## src/crate_cmd_cfg.svh

```systemverilog
// constants of the crate packet command decoder
`ifndef CRATE_CMD_CFG_SVH
`define CRATE_CMD_CFG_SVH
// ----------------------------------------------------------------
// opcodes
// ----------------------------------------------------------------
`define OP_DSP_WRITE_SAME 8'h00
`define OP_DSP_WRITE_DISTINCT 8'h01
`define OP_DSP_READ 8'h02
`define OP_CRATE_RESET 8'h0A
`define OP_NV_LOCK 8'h80
`define OP_NV_UNLOCK 8'h81
`define OP_NV_CLEAR 8'h82
`define OP_NV_WRITE 8'h83
`define OP_NV_READ 8'h84
`define OP_LUT_WRITE 8'h87
`define OP_DYN_MEM_CLEAR 8'h8C
`define OP_DYN_MEM_READ 8'h8F
`define OP_STATIC_MEM_CLEAR 8'h91
`define OP_STATIC_MEM_READ 8'h94
`define OP_NOP 8'hFF
// ----------------------------------------------------------------
// reply codes and flag bits
// ----------------------------------------------------------------
`define REPLY_OK 8'hC8
`define REPLY_FAULT 8'hC9
`define REPLY_TIMEOUT 8'hCA
`define NOTIFY_WARNING 8'hCB
`define REPLY_DIAGNOSTIC 8'hCC
`define FLAG_REPLY_REQUESTED 0
`define FLAG_BURST_WRITE 1
// ----------------------------------------------------------------
// register map, reset values, timing
// ----------------------------------------------------------------
`define REG_CTRL 8'h00
`define REG_STATUS 8'h04
`define REG_CFG_ID_NEXT 8'h08
`define REG_CFG_ID_ACTIVE 8'h0C
`define REG_REPLY_COUNT 8'h10
`define CTRL_RESET 32'h0000_0001
`define CTRL_ENABLE_BIT 0
`define CFG_ID_BOOT 32'h0000_0001
`define CLK_MHZ 50
`define EXEC_TIMEOUT_US 100
`define EXEC_TIMEOUT_CYC (`EXEC_TIMEOUT_US * `CLK_MHZ)
`endif

```

## src/crate_cmd_pkg.sv

```systemverilog
// types of the crate packet command decoder
package crate_cmd_pkg;
    typedef enum logic [3:0] {
        TGT_BAD = 4'h0, TGT_NOP = 4'h1, TGT_DSP_WR_SAME = 4'h2,
        TGT_DSP_WR_DISTINCT = 4'h3, TGT_DSP_RD = 4'h4, TGT_RESET = 4'h5,
        TGT_NV = 4'h6, TGT_LUT = 4'h7, TGT_DYN_MEM = 4'h8,
        TGT_STATIC_MEM = 4'h9
    } target_e;
    typedef enum logic [1:0] {
        ST_IDLE = 2'b00, ST_EXEC = 2'b01, ST_RT = 2'b10, ST_RT_SUSP = 2'b11
    } state_e;
    typedef struct packed {
        logic [7:0] first_dsp;
        logic [7:0] last_dsp;
        logic [7:0] opcode;
        logic [15:0] length;
        logic [7:0] flags;
        logic [7:0] cmd_id;
        logic [31:0] start_addr;
        logic diag;
    } cmd_hdr_s;
    typedef struct packed {
        target_e target;
        cmd_hdr_s hdr;
    } op_req_s;
    typedef struct packed {
        logic [7:0] code;
        logic [7:0] cmd_id;
    } reply_s;
endpackage

```

## src/crate_packet_command_decoder.sv

```systemverilog
// command decoder and real-time arbiter of the crate communication board
//
// The Wishbone register port and the register offsets are this design's own decisions.
`timescale 1ns/1ps
`default_nettype none
`include "crate_cmd_cfg.svh"

module crate_packet_command_decoder
    import crate_cmd_pkg::*;
#(
    parameter int unsigned TIMEOUT_CYC = `EXEC_TIMEOUT_CYC,
    parameter int unsigned CFG_ID_W = 16
) (
    // clock and reset
    input wire logic clk_i,
    input wire logic rst_i,
    // wishbone slave
    input wire logic wb_cyc_i,
    input wire logic wb_stb_i,
    input wire logic wb_we_i,
    input wire logic [7:0] wb_adr_i,
    input wire logic [3:0] wb_sel_i,
    input wire logic [31:0] wb_dat_i,
    output logic [31:0] wb_dat_o,
    output logic wb_ack_o,
    // command input
    input wire logic cmd_valid_i,
    input wire cmd_hdr_s cmd_hdr_i,
    output logic cmd_ready_o,
    // ordinary command execution
    output logic op_start_o,
    output logic op_abort_o,
    output op_req_s op_o,
    input wire logic pkt_boundary_i,
    input wire logic op_done_i,
    input wire logic op_fault_i,
    // real-time transfers
    input wire logic rt_req_i,
    input wire logic sync_req_i,
    input wire logic rt_done_i,
    output logic rt_grant_o,
    // replies and notifications
    input wire logic warning_i,
    output logic reply_valid_o,
    output reply_s reply_o,
    // real-time frame tagging
    input wire logic cfg_apply_i,
    input wire logic frame_valid_i,
    output logic frame_tag_valid_o,
    output logic [CFG_ID_W-1:0] frame_cfg_id_o
);
    // ----------------------------------------------------------------
    // helpers
    // ----------------------------------------------------------------
    function automatic target_e decode_target(input logic [7:0] op);
        if (op == `OP_DSP_WRITE_SAME) decode_target = TGT_DSP_WR_SAME;
        else if (op == `OP_DSP_WRITE_DISTINCT)
            decode_target = TGT_DSP_WR_DISTINCT;
        else if (op == `OP_DSP_READ) decode_target = TGT_DSP_RD;
        else if (op == `OP_CRATE_RESET) decode_target = TGT_RESET;
        else if (op >= `OP_NV_LOCK && op <= `OP_NV_READ)
            decode_target = TGT_NV;
        else if (op == `OP_LUT_WRITE) decode_target = TGT_LUT;
        else if (op >= `OP_DYN_MEM_CLEAR && op <= `OP_DYN_MEM_READ)
            decode_target = TGT_DYN_MEM;
        else if (op >= `OP_STATIC_MEM_CLEAR && op <= `OP_STATIC_MEM_READ)
            decode_target = TGT_STATIC_MEM;
        else if (op == `OP_NOP) decode_target = TGT_NOP;
        else decode_target = TGT_BAD;
    endfunction

    function automatic logic is_read(input logic [7:0] op);
        is_read = (op == `OP_DSP_READ) | (op == `OP_NV_READ)
            | (op == `OP_DYN_MEM_READ) | (op == `OP_STATIC_MEM_READ);
    endfunction

    function automatic logic [31:0] merge_bytes(input logic [31:0] old,
        input logic [31:0] wdat, input logic [3:0] sel);
        merge_bytes = old;
        for (int i = 0; i < 4; i++) begin
            if (sel[i]) merge_bytes[8*i +: 8] = wdat[8*i +: 8];
        end
    endfunction

    // ----------------------------------------------------------------
    // state
    // ----------------------------------------------------------------
    state_e state, next_state;
    cmd_hdr_s cur;
    logic [31:0] ctrl, cfg_next, reply_count, timer;
    logic [CFG_ID_W-1:0] cfg_active;
    logic warn_pend;
    logic next_reply_valid;
    reply_s next_reply;

    wire rt_any = rt_req_i | sync_req_i;
    wire enabled = ctrl[`CTRL_ENABLE_BIT];
    wire accept = cmd_valid_i & cmd_ready_o & ~rt_any;
    wire target_e in_tgt = decode_target(cmd_hdr_i.opcode);
    wire range_bad = cmd_hdr_i.first_dsp > cmd_hdr_i.last_dsp;
    wire in_bad = (in_tgt == TGT_BAD) | range_bad;
    wire in_read = is_read(cmd_hdr_i.opcode);
    wire in_want = cmd_hdr_i.flags[`FLAG_REPLY_REQUESTED] | in_read;
    // reads always answer, so a host that forgets the flag still gets data
    wire cur_want = cur.flags[`FLAG_REPLY_REQUESTED]
        | is_read(cur.opcode);
    wire in_launch = accept & ~cmd_hdr_i.diag & ~in_bad
        & (in_tgt != TGT_NOP);
    wire timeout_hit = (timer == 32'(TIMEOUT_CYC - 1));

    // ----------------------------------------------------------------
    // arbiter and reply selection
    // ----------------------------------------------------------------
    always_comb begin
        next_state = state;
        next_reply_valid = 1'b0;
        next_reply = '{code: `REPLY_OK, cmd_id: cur.cmd_id};
        case (state)
            ST_IDLE: begin
                if (rt_any) begin
                    next_state = ST_RT;
                end else if (accept) begin
                    next_reply.cmd_id = cmd_hdr_i.cmd_id;
                    if (cmd_hdr_i.diag) begin
                        next_reply_valid = 1'b1;
                        next_reply.code = `REPLY_DIAGNOSTIC;
                    end else if (in_bad) begin
                        next_reply_valid = 1'b1;
                        next_reply.code = `REPLY_FAULT;
                    end else if (in_tgt == TGT_NOP) begin
                        next_reply_valid = in_want;
                    end else begin
                        next_state = ST_EXEC;
                    end
                end
            end
            ST_EXEC: begin
                if (op_done_i) begin
                    next_state = ST_IDLE;
                    next_reply_valid = cur_want | op_fault_i;
                    next_reply.code = op_fault_i ? `REPLY_FAULT
                                                 : `REPLY_OK;
                end else if (timeout_hit) begin
                    next_state = ST_IDLE;
                    next_reply_valid = 1'b1;
                    next_reply.code = `REPLY_TIMEOUT;
                end else if (rt_any & pkt_boundary_i) begin
                    next_state = ST_RT_SUSP;
                end
            end
            ST_RT: begin
                if (rt_done_i) next_state = ST_IDLE;
            end
            ST_RT_SUSP: begin
                if (rt_done_i) next_state = ST_EXEC;
            end
            default: next_state = ST_IDLE;
        endcase
        // a warning only goes out in a cycle with no command reply
        if (!next_reply_valid && warn_pend) begin
            next_reply_valid = 1'b1;
            next_reply = '{code: `NOTIFY_WARNING, cmd_id: 8'h00};
        end
    end

    wire warn_sent = warn_pend & next_reply_valid
        & (next_reply.code == `NOTIFY_WARNING);

    // ----------------------------------------------------------------
    // control flops
    // ----------------------------------------------------------------
    always_ff @(posedge clk_i) begin
        if (rst_i) begin
            state <= ST_IDLE;
            cur <= '0;
            timer <= '0;
            warn_pend <= 1'b0;
            cmd_ready_o <= 1'b0;
            op_start_o <= 1'b0;
            op_abort_o <= 1'b0;
            op_o <= '0;
            rt_grant_o <= 1'b0;
            reply_valid_o <= 1'b0;
            reply_o <= '0;
        end else begin
            state <= next_state;
            if (accept) cur <= cmd_hdr_i;
            if (in_launch | (state == ST_IDLE)) timer <= '0;
            else if (state == ST_EXEC) timer <= timer + 32'h0000_0001;
            // a new warning wins over the one being sent
            warn_pend <= warning_i | (warn_pend & ~warn_sent);
            cmd_ready_o <= (next_state == ST_IDLE) & enabled;
            op_start_o <= in_launch;
            op_abort_o <= (state == ST_EXEC) & ~op_done_i & timeout_hit;
            if (in_launch) begin
                op_o.target <= in_tgt;
                op_o.hdr <= cmd_hdr_i;
            end
            rt_grant_o <= (next_state == ST_RT)
                | (next_state == ST_RT_SUSP);
            reply_valid_o <= next_reply_valid;
            reply_o <= next_reply;
        end
    end

    // ----------------------------------------------------------------
    // configuration identifier and frame tags
    // ----------------------------------------------------------------
    // software stages the next identifier; it only becomes the one in use
    // when the datapath really switches, so frames never carry a guess
    always_ff @(posedge clk_i) begin
        if (rst_i) begin
            cfg_active <= CFG_ID_W'(`CFG_ID_BOOT);
            frame_tag_valid_o <= 1'b0;
            frame_cfg_id_o <= '0;
        end else begin
            if (cfg_apply_i) cfg_active <= cfg_next[CFG_ID_W-1:0];
            frame_tag_valid_o <= frame_valid_i;
            if (frame_valid_i) frame_cfg_id_o <= cfg_active;
        end
    end

    // ----------------------------------------------------------------
    // wishbone slave
    // ----------------------------------------------------------------
    wire wb_req = wb_cyc_i & wb_stb_i;
    wire wb_wr = wb_req & wb_we_i & wb_ack_o;
    wire [31:0] status_word = {28'h000_0000, warn_pend, rt_grant_o,
        2'(state)};
    wire [31:0] rd_mux =
        (wb_adr_i == `REG_CTRL) ? ctrl :
        (wb_adr_i == `REG_STATUS) ? status_word :
        (wb_adr_i == `REG_CFG_ID_NEXT) ? cfg_next :
        (wb_adr_i == `REG_CFG_ID_ACTIVE) ? 32'(cfg_active) :
        (wb_adr_i == `REG_REPLY_COUNT) ? reply_count : 32'h0000_0000;

    always_ff @(posedge clk_i) begin
        if (rst_i) begin
            ctrl <= `CTRL_RESET;
            cfg_next <= `CFG_ID_BOOT;
            reply_count <= '0;
            wb_ack_o <= 1'b0;
            wb_dat_o <= '0;
        end else begin
            wb_ack_o <= wb_req & ~wb_ack_o;
            if (wb_req & ~wb_ack_o) wb_dat_o <= rd_mux;
            if (wb_wr && wb_adr_i == `REG_CTRL) begin
                ctrl <= merge_bytes(ctrl, wb_dat_i, wb_sel_i);
            end else if (wb_wr && wb_adr_i == `REG_CFG_ID_NEXT) begin
                cfg_next <= merge_bytes(cfg_next, wb_dat_i, wb_sel_i);
            end
            if (next_reply_valid) reply_count <= reply_count + 32'h0000_0001;
        end
    end

    // ----------------------------------------------------------------
    // assertions
    // ----------------------------------------------------------------
    property p_rt_first;
        @(posedge clk_i) disable iff (rst_i)
        (state == ST_IDLE && rt_any) |=> rt_grant_o && !op_start_o;
    endproperty
    a_rt_first: assert property (p_rt_first)
        else $error("ordinary command started ahead of real time");

    property p_rt_boundary;
        @(posedge clk_i) disable iff (rst_i)
        (state == ST_EXEC && rt_any && pkt_boundary_i && !op_done_i
            && !timeout_hit) |=> rt_grant_o && state == ST_RT_SUSP;
    endproperty
    a_rt_boundary: assert property (p_rt_boundary)
        else $error("real time not inserted at packet boundary");

    property p_sync;
        @(posedge clk_i) disable iff (rst_i)
        sync_req_i && (state == ST_IDLE || (state == ST_EXEC
            && pkt_boundary_i && !op_done_i && !timeout_hit))
            |=> rt_grant_o;
    endproperty
    a_sync: assert property (p_sync)
        else $error("sync transfer not granted real time priority");

    property p_cfg_boot;
        @(posedge clk_i) disable iff (rst_i)
        $past(rst_i) |-> cfg_active == CFG_ID_W'(`CFG_ID_BOOT);
    endproperty
    a_cfg_boot: assert property (p_cfg_boot)
        else $error("boot configuration identifier is not one");

    property p_tag;
        @(posedge clk_i) disable iff (rst_i)
        frame_valid_i |=> frame_tag_valid_o
            && frame_cfg_id_o == $past(cfg_active);
    endproperty
    a_tag: assert property (p_tag)
        else $error("frame tagged with wrong configuration identifier");

    property p_bad;
        @(posedge clk_i) disable iff (rst_i)
        (accept && !cmd_hdr_i.diag && in_bad) |=> reply_valid_o
            && reply_o.code == `REPLY_FAULT && !op_start_o
            && reply_o.cmd_id == $past(cmd_hdr_i.cmd_id);
    endproperty
    a_bad: assert property (p_bad)
        else $error("bad command not answered with fault");

    property p_timeout;
        @(posedge clk_i) disable iff (rst_i)
        (state == ST_EXEC && timeout_hit && !op_done_i) |=> reply_valid_o
            && reply_o.code == `REPLY_TIMEOUT && op_abort_o;
    endproperty
    a_timeout: assert property (p_timeout)
        else $error("execution timeout not reported");

    property p_ok;
        @(posedge clk_i) disable iff (rst_i)
        (state == ST_EXEC && op_done_i && !op_fault_i && cur_want)
            |=> reply_valid_o && reply_o.code == `REPLY_OK
            && reply_o.cmd_id == $past(cur.cmd_id);
    endproperty
    a_ok: assert property (p_ok)
        else $error("successful command not answered with success");

    property p_warn;
        @(posedge clk_i) disable iff (rst_i)
        (warning_i && state == ST_IDLE && !cmd_valid_i && !rt_any)
            ##1 !cmd_valid_i
            |=> reply_valid_o && reply_o.code == `NOTIFY_WARNING;
    endproperty
    a_warn: assert property (p_warn)
        else $error("warning not notified");
endmodule // crate_packet_command_decoder
`default_nettype wire

```

## config.mk

```make
export PLATFORM = sky130hd
export DESIGN_NAME = crate_packet_command_decoder
export DESIGN_NICKNAME = d
export VERILOG_FILES = /design/src/crate_cmd_pkg.sv /design/src/crate_packet_command_decoder.sv
export VERILOG_INCLUDE_DIRS = /design/src
export SDC_FILE = /design/constraint.sdc
export NUM_CORES = 1
export LEC_CHECK = 0
export ABC_CLOCK_PERIOD_IN_PS = 8300
export CAP_MARGIN = 10
export CORE_MARGIN = 2
export CORE_UTILIZATION = 35
export DETAILED_ROUTE_END_ITERATION = 10
export DONT_BUFFER_PORTS = 1
export PLACE_DENSITY = 0.58
export SYNTH_ARGS = -nofsm -noshare
export SYNTH_HDL_FRONTEND = slang
export SYNTH_SLANG_ARGS = --single-unit
```

## constraint.sdc

```tcl
create_clock -name clk_i -period 8.3 [get_ports clk_i]
set_clock_uncertainty 0.2 [all_clocks]
set_input_delay 0.83 -clock clk_i [delete_from_list [all_inputs] [get_ports clk_i]]
set_output_delay 0.83 -clock clk_i [all_outputs]
set_load 0.005 [all_outputs]
```

==> flow_summary.yaml, run 1 <==
status:
  outcome: "finished, final reports clean"
floorplan:
  die_y_microns: 198
  coreArea_sq_mm: 0.0374
  initial_core_util_pct: 35.3
  boundaryPins: 312
  die_w_microns: 198
  num_rows: 71
  dieArea_sq_mm: 0.0393
grt:
  grt_pass1_vias: 10200
  antenna_found_initial: 0
  grt_pass1_wl_microns: 56600
  grt_max_degree: 275
  grt_overflow: 0
  grt_usage_pct: 18.1
clock_network:
  cts_sinks: 323
  htree_num_levels: 2
  cts_tree: "done"
  insertion_delay_ns: 0.54
  clk_pin_slew_ns: 0.06
  cts_max_path_buffers: 3
  cts_hold_buf: 0
  cts_buffers: 38
  post_cts_buffers: 0
  post_cts_resized: 0
  cts_root_buf: "clkbuf_16"
place:
  dpl.hpwl_microns: 24800
  place_area_sq_mm: 0.0135
  numPortBuffers: 0
  place.gp.congestion: 0.767
yosys:
  synth_flop_cell: "dfxtp_1"
  synthArstFlopShare_pct: 0
  synth_area_sq_mm: 0.0132
  yosysSeqAreaShare_pct: 48.9
  synth_top_area_share_pct: 48.9
  ys_ff_latch: 323
  syn_area_per_cell_sq_um: 8.41
  syn_inst: 1571
  yosys-top-cells-area: "dfxtp_1 (49%), nand2_1 (8.9%), a21oi_1 (7.2%)"
  synth_area_leader_cell: "dfxtp_1"
  synth_warnings: 0
  synth-edff-count: 0
  synth_cell_types: 62
final_layout:
  area_growth_pct: 12.3
  fin_area_sq_mm: 0.0148
  final_cell_mix: "dfxtp_1 (323), nand2_1 (314), a21oi_1 (191)"
  antennaDiodeCount: 0
  final_common_cell: "dfxtp_1"
  fin_nets: 1668
  drive_gt1_share_pct: 6.71
critical_path:
  slowest_delay_ns: 0.81
  crit_path_start: "cmd_ready_o"
  cp_max_fo: 32
  r2r-start: "cmd_ready_o"
  start_kind: "flip-flop"
  cp_slowest_cell: "or3_1"
  cp_num_buf_inv: 1
  critical-path-top-delay-family: "simple AND/OR/NAND/NOR gates"
  crit_required_ns: 8.55
  path_class: "reg2reg"
  arrival_ns: 3.94
  end_kind: "flip-flop"
  crit_chain: "nand3_1, or3_1, nor2_1, a2bb2oi_2, buf_4, and2_4, or4_1, a21oi_1"
routing:
  wl_microns: 36500
  drc: 0
  drtIter0Drc: 693
  firstDrtPassIters: 8
  wl_per_cell_microns: 17.8
  vias_per_cell: 5.27
  dr_total_vias: 10800
  ant_nets: 0
timing:
  finalMaxSlewViolations: 0
  slew_headroom_pct: 15.9
  timing.final.crit_share_pct: 44.4
  whs_ns: 0.166
  worst_slew_pin_slew_ns: 1.26
  fin_tns_setup_ns: 0
  setup_viol: 0
  fin_crit_ns: 3.68
  clock.fmax_mhz: 272
  hold_viol: 0
  rsz0062_at_grt: "false"
worst_hold_path:
  holdCritStartpoint: "rst_i"
  hold_path.class: "in2reg"
flow_run:
  max-cap-violations: 0
power_and_ir_drop:
  p_leak_nw: 4.93
  ir_drop_mv: 0.117
  power_density_mw_per_mm2: 230
  total_power_mw: 3.41
-- kinds of logic after synthesis --
family | synth area share, %
mux | 6.33
fa+ha+maj | 0.947
simple gates | 22.3
other cells | 0.0284
xor+xnor | 2.85
compound gates | 14.7
flops | 48.9
buf+inv | 3.97
-- final timing paths --
path,to,slack [ns],cells after the start
setup / recovery,reply_count[5],4.62,8
hold reg to reg,cur[41],0.25,2
hold / removal,op_o[42],0.17,1
setup reg to reg,reply_count[5],4.62,8
-- cell usage after synthesis (16+ instances only) --
| master | count |
|---|---|
| a211oi_1 | 22 |
| a21oi_1 | 191 |
| a222oi_1 | 16 |
| and3_1 | 19 |
| clkbuf_1 | 100 |
| dfxtp_1 | 323 |
| inv_1 | 21 |
| mux2i_1 | 69 |
| nand2_1 | 314 |
| nand3_1 | 60 |
| nor2_1 | 171 |
| nor3_1 | 26 |
| o21ai_0 | 20 |
| xnor2_1 | 20 |
| xor2_1 | 23 |
-- final cells by class --
| cell class | count | area, sq um |
|---|---|---|
| Clock inverter | 14 | 221 |
| Inverter | 21 | 78.8 |
| Tap cell | 511 | 639 |
| Sequential cell | 323 | 6470 |
| Timing Repair Buffer | 9 | 67.6 |
| Multi-Input combinational cell | 1117 | 6260 |
| Clock buffer | 52 | 1100 |
| Fill cell | 3793 | 22600 |
-- where the power goes --
part | total [mW] | switching (mW) | internal (mW)
clock | 1.76 | 0.668 | 1.09
sequential | 1.58 | 0.0150 | 1.56
combinational | 0.0688 | 0.0398 | 0.0290
-- through the flow --
stage	utilization [%]	std cells	worst slack, ns
after floorplan	-	1572	4.83
after global placement	36.1	1981	4.14
after detailed placement	36.1	1981	4.05
after CTS	39.7	2047	4.61
after global routing	39.7	2047	4.34
final	39.7	2047	4.62
-- registers in the layout, indices dropped and copies added (netlist names), 12 cells and up --
signal / flops
cfg_active: 16
cfg_next: 32
frame_cfg_id_o: 16
wb_dat_o: 32
reply_o: 12
timer: 32
ctrl: 32
reply_count: 32
cur: 17
op_o: 93
-- layer usage --
| layer | global-route usage, % | vias to the layer above | wire length [microns] |
|---|---|---|---|
| li1 | - | 5320 | - |
| met1 | 22.8 | 5090 | 15700 |
| met2 | 28.9 | 310 | 16600 |
| met3 | 6.13 | 68 | 3130 |
| met4 | 6.27 | 0 | 1020 |
| met5 | 0 | - | 0 |
No activity file was read; power rests on OpenSTA's default activity.
==> run 2, diff against run 1 <==
--- a/config.mk
+++ b/config.mk
@@ -6,7 +6,8 @@
 export SDC_FILE = /design/constraint.sdc
 export NUM_CORES = 1
 export LEC_CHECK = 0
-export ABC_CLOCK_PERIOD_IN_PS = 8300
+export ABC_AREA = 1
+export ABC_CLOCK_PERIOD_IN_PS = 3600
 export CAP_MARGIN = 10
 export CORE_MARGIN = 2
 export CORE_UTILIZATION = 35
==> constraint.sdc (replaced) <==
create_clock -name clk_i -period 3.6 [get_ports clk_i]
set_clock_uncertainty 0.2 [all_clocks]
set_input_delay 0.36 -clock clk_i [delete_from_list [all_inputs] [get_ports clk_i]]
set_output_delay 0.36 -clock clk_i [all_outputs]
set_load 0.005 [all_outputs]
==> flow_summary.yaml, run 2 <==
status:
  outcome: "finished, final reports clean"
place:
  place_area_sq_mm: 0.0140
  numPortBuffers: 0
  place.gp.congestion: 0.894
  dpl.hpwl_microns: 29100
timing:
  rsz0062_at_grt: "false"
  fin_crit_ns: 3.03
  hold_viol: 0
  finalMaxSlewViolations: 0
  worst_slew_pin_slew_ns: 0.967
  clock.fmax_mhz: 330
  slew_headroom_pct: 35.5
  timing.final.crit_share_pct: 84.1
  fin_tns_setup_ns: 0
  setup_viol: 0
critical_path:
  critical-path-top-delay-family: "simple AND/OR/NAND/NOR gates"
  r2r-start: "wb_ack_o"
  cp.depth: 9
  crit_required_ns: 3.89
  cp_num_buf_inv: 3
  cpMostUsedCell: "dlygate4sd3_1"
  crit_path_start: "wb_adr_i[1]"
  r2r_setup_slack_ns: 0.70
  slowest_delay_ns: 0.56
  arrival_ns: 3.32
  start_kind: "primary input"
  end_kind: "flip-flop"
  r2r_end: "ctrl[30]"
  path_class: "in2reg"
  cp_slowest_cell: "dlygate4sd3_1"
  cp_max_fo: 13
  reg2reg_depth: 7
  crit_chain: "or2_1, nor3_1, nand2_1, nor2_4, buf_4, nand3_1, dlygate4sd3_1, a21oi_1, dlygate4sd3_1"
final_layout:
  final_common_cell: "nand2_1"
  fin_area_sq_mm: 0.0170
  final_cell_mix: "nand2_1 (420), dfxtp_1 (323), nor2_1 (185)"
  finish.utilization_pct: 44.2
  drive_gt1_share_pct: 5.19
  fin_nets: 2114
  largest_register: "op_o"
  fill_cells: 3886
  area_growth_pct: 25.0
  largest_reg_flops: 93
worst_hold_path:
  hold_path.class: "in2reg"
  holdCritStartpoint: "rst_i"
  min_to: "cur[34]"
  holdPathStages: 2
power_and_ir_drop:
  p_leak_nw: 6.52
  power_density_mw_per_mm2: 482
  ir_drop_mv: 0.335
  total_power_mw: 8.19
clock_network:
  cts_tree: "done"
  cts_buffers: 38
  post_cts_buffers: 0
  cts_root_buf: "clkbuf_16"
  cts_max_path_buffers: 3
  clk_pin_slew_ns: 0.07
  cts_sinks: 323
  insertion_delay_ns: 0.55
  htree_num_levels: 2
yosys:
  synth_top_family_by_area: "simple AND/OR/NAND/NOR gates"
  synthXorXnorAreaFrac_pct: 3.73
  synth_area_leader_cell: "dfxtp_1"
  yosysMostFrequentCell: "nand2_1"
  synth_compound_area_share_pct: 13.7
  synth_flop_cell: "dfxtp_1"
  synth_fa_ha_area_share_pct: 0.920
  synth_warnings: 0
  synth_area_sq_mm: 0.0136
  synth_top_area_share_pct: 47.5
  syn_inst: 1829
  syn_area_per_cell_sq_um: 7.44
  netlist_top_cells_count: "nand2_1 (420), dfxtp_1 (323), nor2_1 (186), a21oi_1 (178), nand3_1 (144)"
  ys_ff_latch: 323
  synthArstFlopShare_pct: 0
  yosysSeqAreaShare_pct: 47.5
  yosys-top-cells-area: "dfxtp_1 (48%), nand2_1 (12%), a21oi_1 (6.5%)"
  synth-simple-area-share_pct: 27.3
  synth_mux_area_share_pct: 0.0736
  synth-edff-count: 0
  synth_cell_types: 46
grt:
  use_met1_pct: 28.6
  grt_usage_pct: 21.4
  use_met2_pct: 33.4
  antenna_found_initial: 1
  grt_pass1_wl_microns: 70100
  grt_max_degree: 139
  use_met3_pct: 5.12
  grt_overflow: 0
  grt-busiest-layer: "met2"
  grt_pass1_vias: 12500
routing:
  wl_microns: 44300
  wl_per_cell_microns: 17.7
  drtIter0Drc: 957
  firstDrtPassIters: 5
  vias_per_cell: 5.23
  ant_nets: 0
  drc: 0
  dr_total_vias: 13100
floorplan:
  die_y_microns: 201
  dieArea_sq_mm: 0.0405
  coreArea_sq_mm: 0.0385
  num_rows: 72
  boundaryPins: 312
  die_w_microns: 201
  initial_core_util_pct: 35.4
flow_run:
  max-cap-violations: 0
==> run 2: per-layer routing <==
layer	wire (microns)	share of wire, %
met1	19500	44
met2	20200	46
met3	3130	7.1
met4	1480	3.3
met5	0	0
==> run 2: through the flow <==
stage | hold slack [ns] | cells | worst slack, ns
CTS | 0.00198 | 2501 | 0.627
finish | 0.0344 | 2502 | 0.572
global placement | 0.236 | 2263 | 0.786
global route | 0.0287 | 2502 | 0.381
detailed placement | 0.240 | 2263 | 0.716
floorplan | 0.225 | 1830 | 1.45
==> run 2: worst max path at each step <==
stage | to | slack, ns
2_1_floorplan | op_o[63] | 1.45
3_3_place_gp | op_o[90] | 0.79
3_5_place_dp | op_o[89] | 0.72
4_1_cts | ctrl[28] | 0.63
5_1_grt | ctrl[24] | 0.38
6_report | ctrl[30] | 0.57
==> run 2: power by group <==
part	total (mW)	internal (mW)	switching (mW)
combinational	0.421	0.173	0.249
sequential	3.68	3.63	0.0471
clock	4.09	2.53	1.57
==> run 2: timing repair <==
action	CTS	global route
hold buffers	171	0
endpoints found under the hold margin	254	0
gates resized for setup	0	0
==> run 2: cell type report <==
| cell class | count | area (sq um) | area share (%) |
|---|---|---|---|
| diodes | 1 | 2.50 | 0.0147 |
| multi-input cells | 1283 | 6230 | 36.6 |
| inverters | 122 | 463 | 2.72 |
| flip-flops and latches | 323 | 6470 | 38.0 |
| repair buffers | 188 | 1880 | 11.1 |
| clock buffers | 51 | 1070 | 6.30 |
| well taps | 518 | 648 | 3.81 |
| clock inverters | 16 | 246 | 1.45 |
==> run 2: kinds of logic (layout without fill, tap and decap cells) <==
logic type      after synthesis  in the layout
fa+ha+maj                    10             10
other cells                   1              3
buf+inv                     224            377
compound gates              347            347
xor+xnor                     58             58
mux                           1              1
simple gates                865            865
flops                       323            323
==> run 2: worst register-to-register path, cell delays in order, from the launching register on <==
cell and delay [ns]:
dfxtp_1 0.41, nand4_1 0.24, nor2_4 0.39, buf_4 0.26
nand3_1 0.10, dlygate4sd3_1 0.56, a21oi_1 0.14, dlygate4sd3_1 0.55
==> run 3, diff against run 2 <==
--- a/config.mk
+++ b/config.mk
@@ -6,8 +6,8 @@
 export SDC_FILE = /design/constraint.sdc
 export NUM_CORES = 1
 export LEC_CHECK = 0
-export ABC_AREA = 1
-export ABC_CLOCK_PERIOD_IN_PS = 3600
+export ABC_AREA = 0
+export ABC_CLOCK_PERIOD_IN_PS = 2800
 export CAP_MARGIN = 10
 export CORE_MARGIN = 2
 export CORE_UTILIZATION = 35
==> constraint.sdc (replaced) <==
create_clock -name clk_i -period 2.8 [get_ports clk_i]
set_clock_uncertainty 0.2 [all_clocks]
set_input_delay 0.28 -clock clk_i [delete_from_list [all_inputs] [get_ports clk_i]]
set_output_delay 0.28 -clock clk_i [all_outputs]
set_load 0.005 [all_outputs]
==> flow_summary.yaml, run 3 (synthesis gave the netlist of run 1 again) <==
floorplan:
  coreArea_sq_mm: 0.0374
  boundaryPins: 312
  die_w_microns: 198
  initial_core_util_pct: 35.3
  num_rows: 71
  dieArea_sq_mm: 0.0393
  die_y_microns: 198
timing:
  fin_ws_ns: -0.131
  clock.fmax_mhz: 341
  whs_ns: -0.297
  setup_viol: 19
  slew_headroom_pct: 29.7
  fin_crit_ns: 2.93
  timing.final.crit_share_pct: 105
  hold_viol: 41
  worst_slew_pin_slew_ns: 1.05
  rsz0062_at_grt: "true"
  finalMaxSlewViolations: 0
routing:
  wl_per_cell_microns: 17.2
  dr_total_vias: 12500
  wl_microns: 41800
  drc: 0
  ant_nets: 0
  firstDrtPassIters: 6
  vias_per_cell: 5.16
  drtIter0Drc: 686
final_layout:
  final_cell_mix: "dfxtp_1 (321), nand2_1 (314), dlygate4sd3_1 (309)"
  area_growth_pct: 40.4
  fin_area_sq_mm: 0.0186
  final_common_cell: "dfxtp_1"
  largest_register: "op_o"
  drive_gt1_share_pct: 9.53
  largest_reg_flops: 93
  fin_nets: 2041
grt:
  grt_max_degree: 275
  grt_overflow: 0
  grt_usage_pct: 20.6
  grt_pass1_wl_microns: 65500
  grt_pass1_vias: 12500
  antenna_found_initial: 1
status:
  failed_checks: "negative hold slack, negative setup slack"
  outcome: "finished, violations left"
place:
  place.gp.congestion: 0.786
  place_area_sq_mm: 0.0140
  dpl.hpwl_microns: 25500
  numPortBuffers: 0
  place_ws_ns: -0.141
clock_network:
  clk_pin_slew_ns: 0.06
  cts_root_buf: "clkbuf_16"
  htree_num_levels: 2
  cts_sinks: 323
  cts_hold_buf: 311
  cts_buffers: 37
  cts_max_path_buffers: 3
  cts_tree: "done"
  insertion_delay_ns: 0.54
power_and_ir_drop:
  ir_drop_mv: 0.400
  p_leak_nw: 7.09
  power_density_mw_per_mm2: 530
  total_power_mw: 9.84
critical_path:
  arrival_ns: 3.15
  crit_required_ns: 3.02
  start_kind: "flip-flop"
  end_kind: "flip-flop"
  cp_max_fo: 6
  path_class: "reg2reg"
worst_hold_path:
  hold_path.class: "in2reg"
flow_run:
  max-cap-violations: 0
[run 3: cell count changes in the layout (fill, tap and decap cells not counted), moves of 68 or more]
cell | previous run | this run
dlygate4sd3_1 | 170 | 309
o21ai_0 | 113 | 17
nand3_1 | 144 | 59
inv_1 | 113 | 21
nand2_1 | 420 | 314
mux2i_1 | 1 | 69
[run 3: worst max-delay path, cell delays in order (launching register included)]
cell	delay, ns
dfxtp_1	0.30
or4b_1	0.51
or4_4	0.44
nor3_4	0.22
o211ai_2	0.10
nor2b_4	0.17
buf_6	0.14
buf_4	0.15
a2111oi_4	0.36
xnor2_1	0.16
nor2_1	0.05
[run 3: cell type report]
cell class,count,area (sq um)
Timing Repair Buffer,381,3730
Tap cell,511,639
Fill cell,3465,18800
Clock buffer,58,1110
Clock inverter,8,97.6
Sequential cell,323,6470
Inverter,21,78.8
Antenna cell,2,5.00
Multi-Input combinational cell,1119,6420
[run 3: report_power, final]
part | internal [mW] | leakage [nW] | switching, mW | total, mW
registers | 4.64 | 2.61 | 0.0375 | 4.67
clock network | 2.84 | 0.592 | 1.95 | 4.79
logic | 0.197 | 3.89 | 0.184 | 0.381
[run 3: path summary, 6_finish.rpt]
path | from | endpoint | slack, ns | depth (start not counted)
max | timer[6] | reply_count[19] | -0.13 | 10
min | rst_i | op_abort_o | -0.30 | 1
max reg2reg | timer[6] | reply_count[19] | -0.13 | 10
min reg2reg | ctrl[9] | ctrl[9] | 0.26 | 2
[run 3: metrics by stage]
stage | utilization (%) | std cells | TNS (ns)
2_1_floorplan | - | 1572 | -0.318
3_3_place_gp | 37.4 | 2036 | -0.914
3_5_place_dp | 37.4 | 2036 | -1.55
4_1_cts | 49.2 | 2418 | -0.599
5_1_grt | 49.6 | 2422 | -3.21
6_report | 49.6 | 2423 | -0.907
[run 3: repair_timing]
item / CTS / global route
endpoints found under the hold margin: 287 / 41
cloned: 1 / 3
setup buffers: 4 / 2
setup endpoints to repair: 18 / 113
resized for setup: 8 / 25
pin swaps: 16 / 29
[run 3: per-layer routing]
layer  wire, microns  track usage, %  up-vias
met5               0               0        -
met4            1060            6.85        0
met3            3090            5.69       80
met2           20300            35.0      394
met1           17300            24.9     5971
li1                -               -     6051
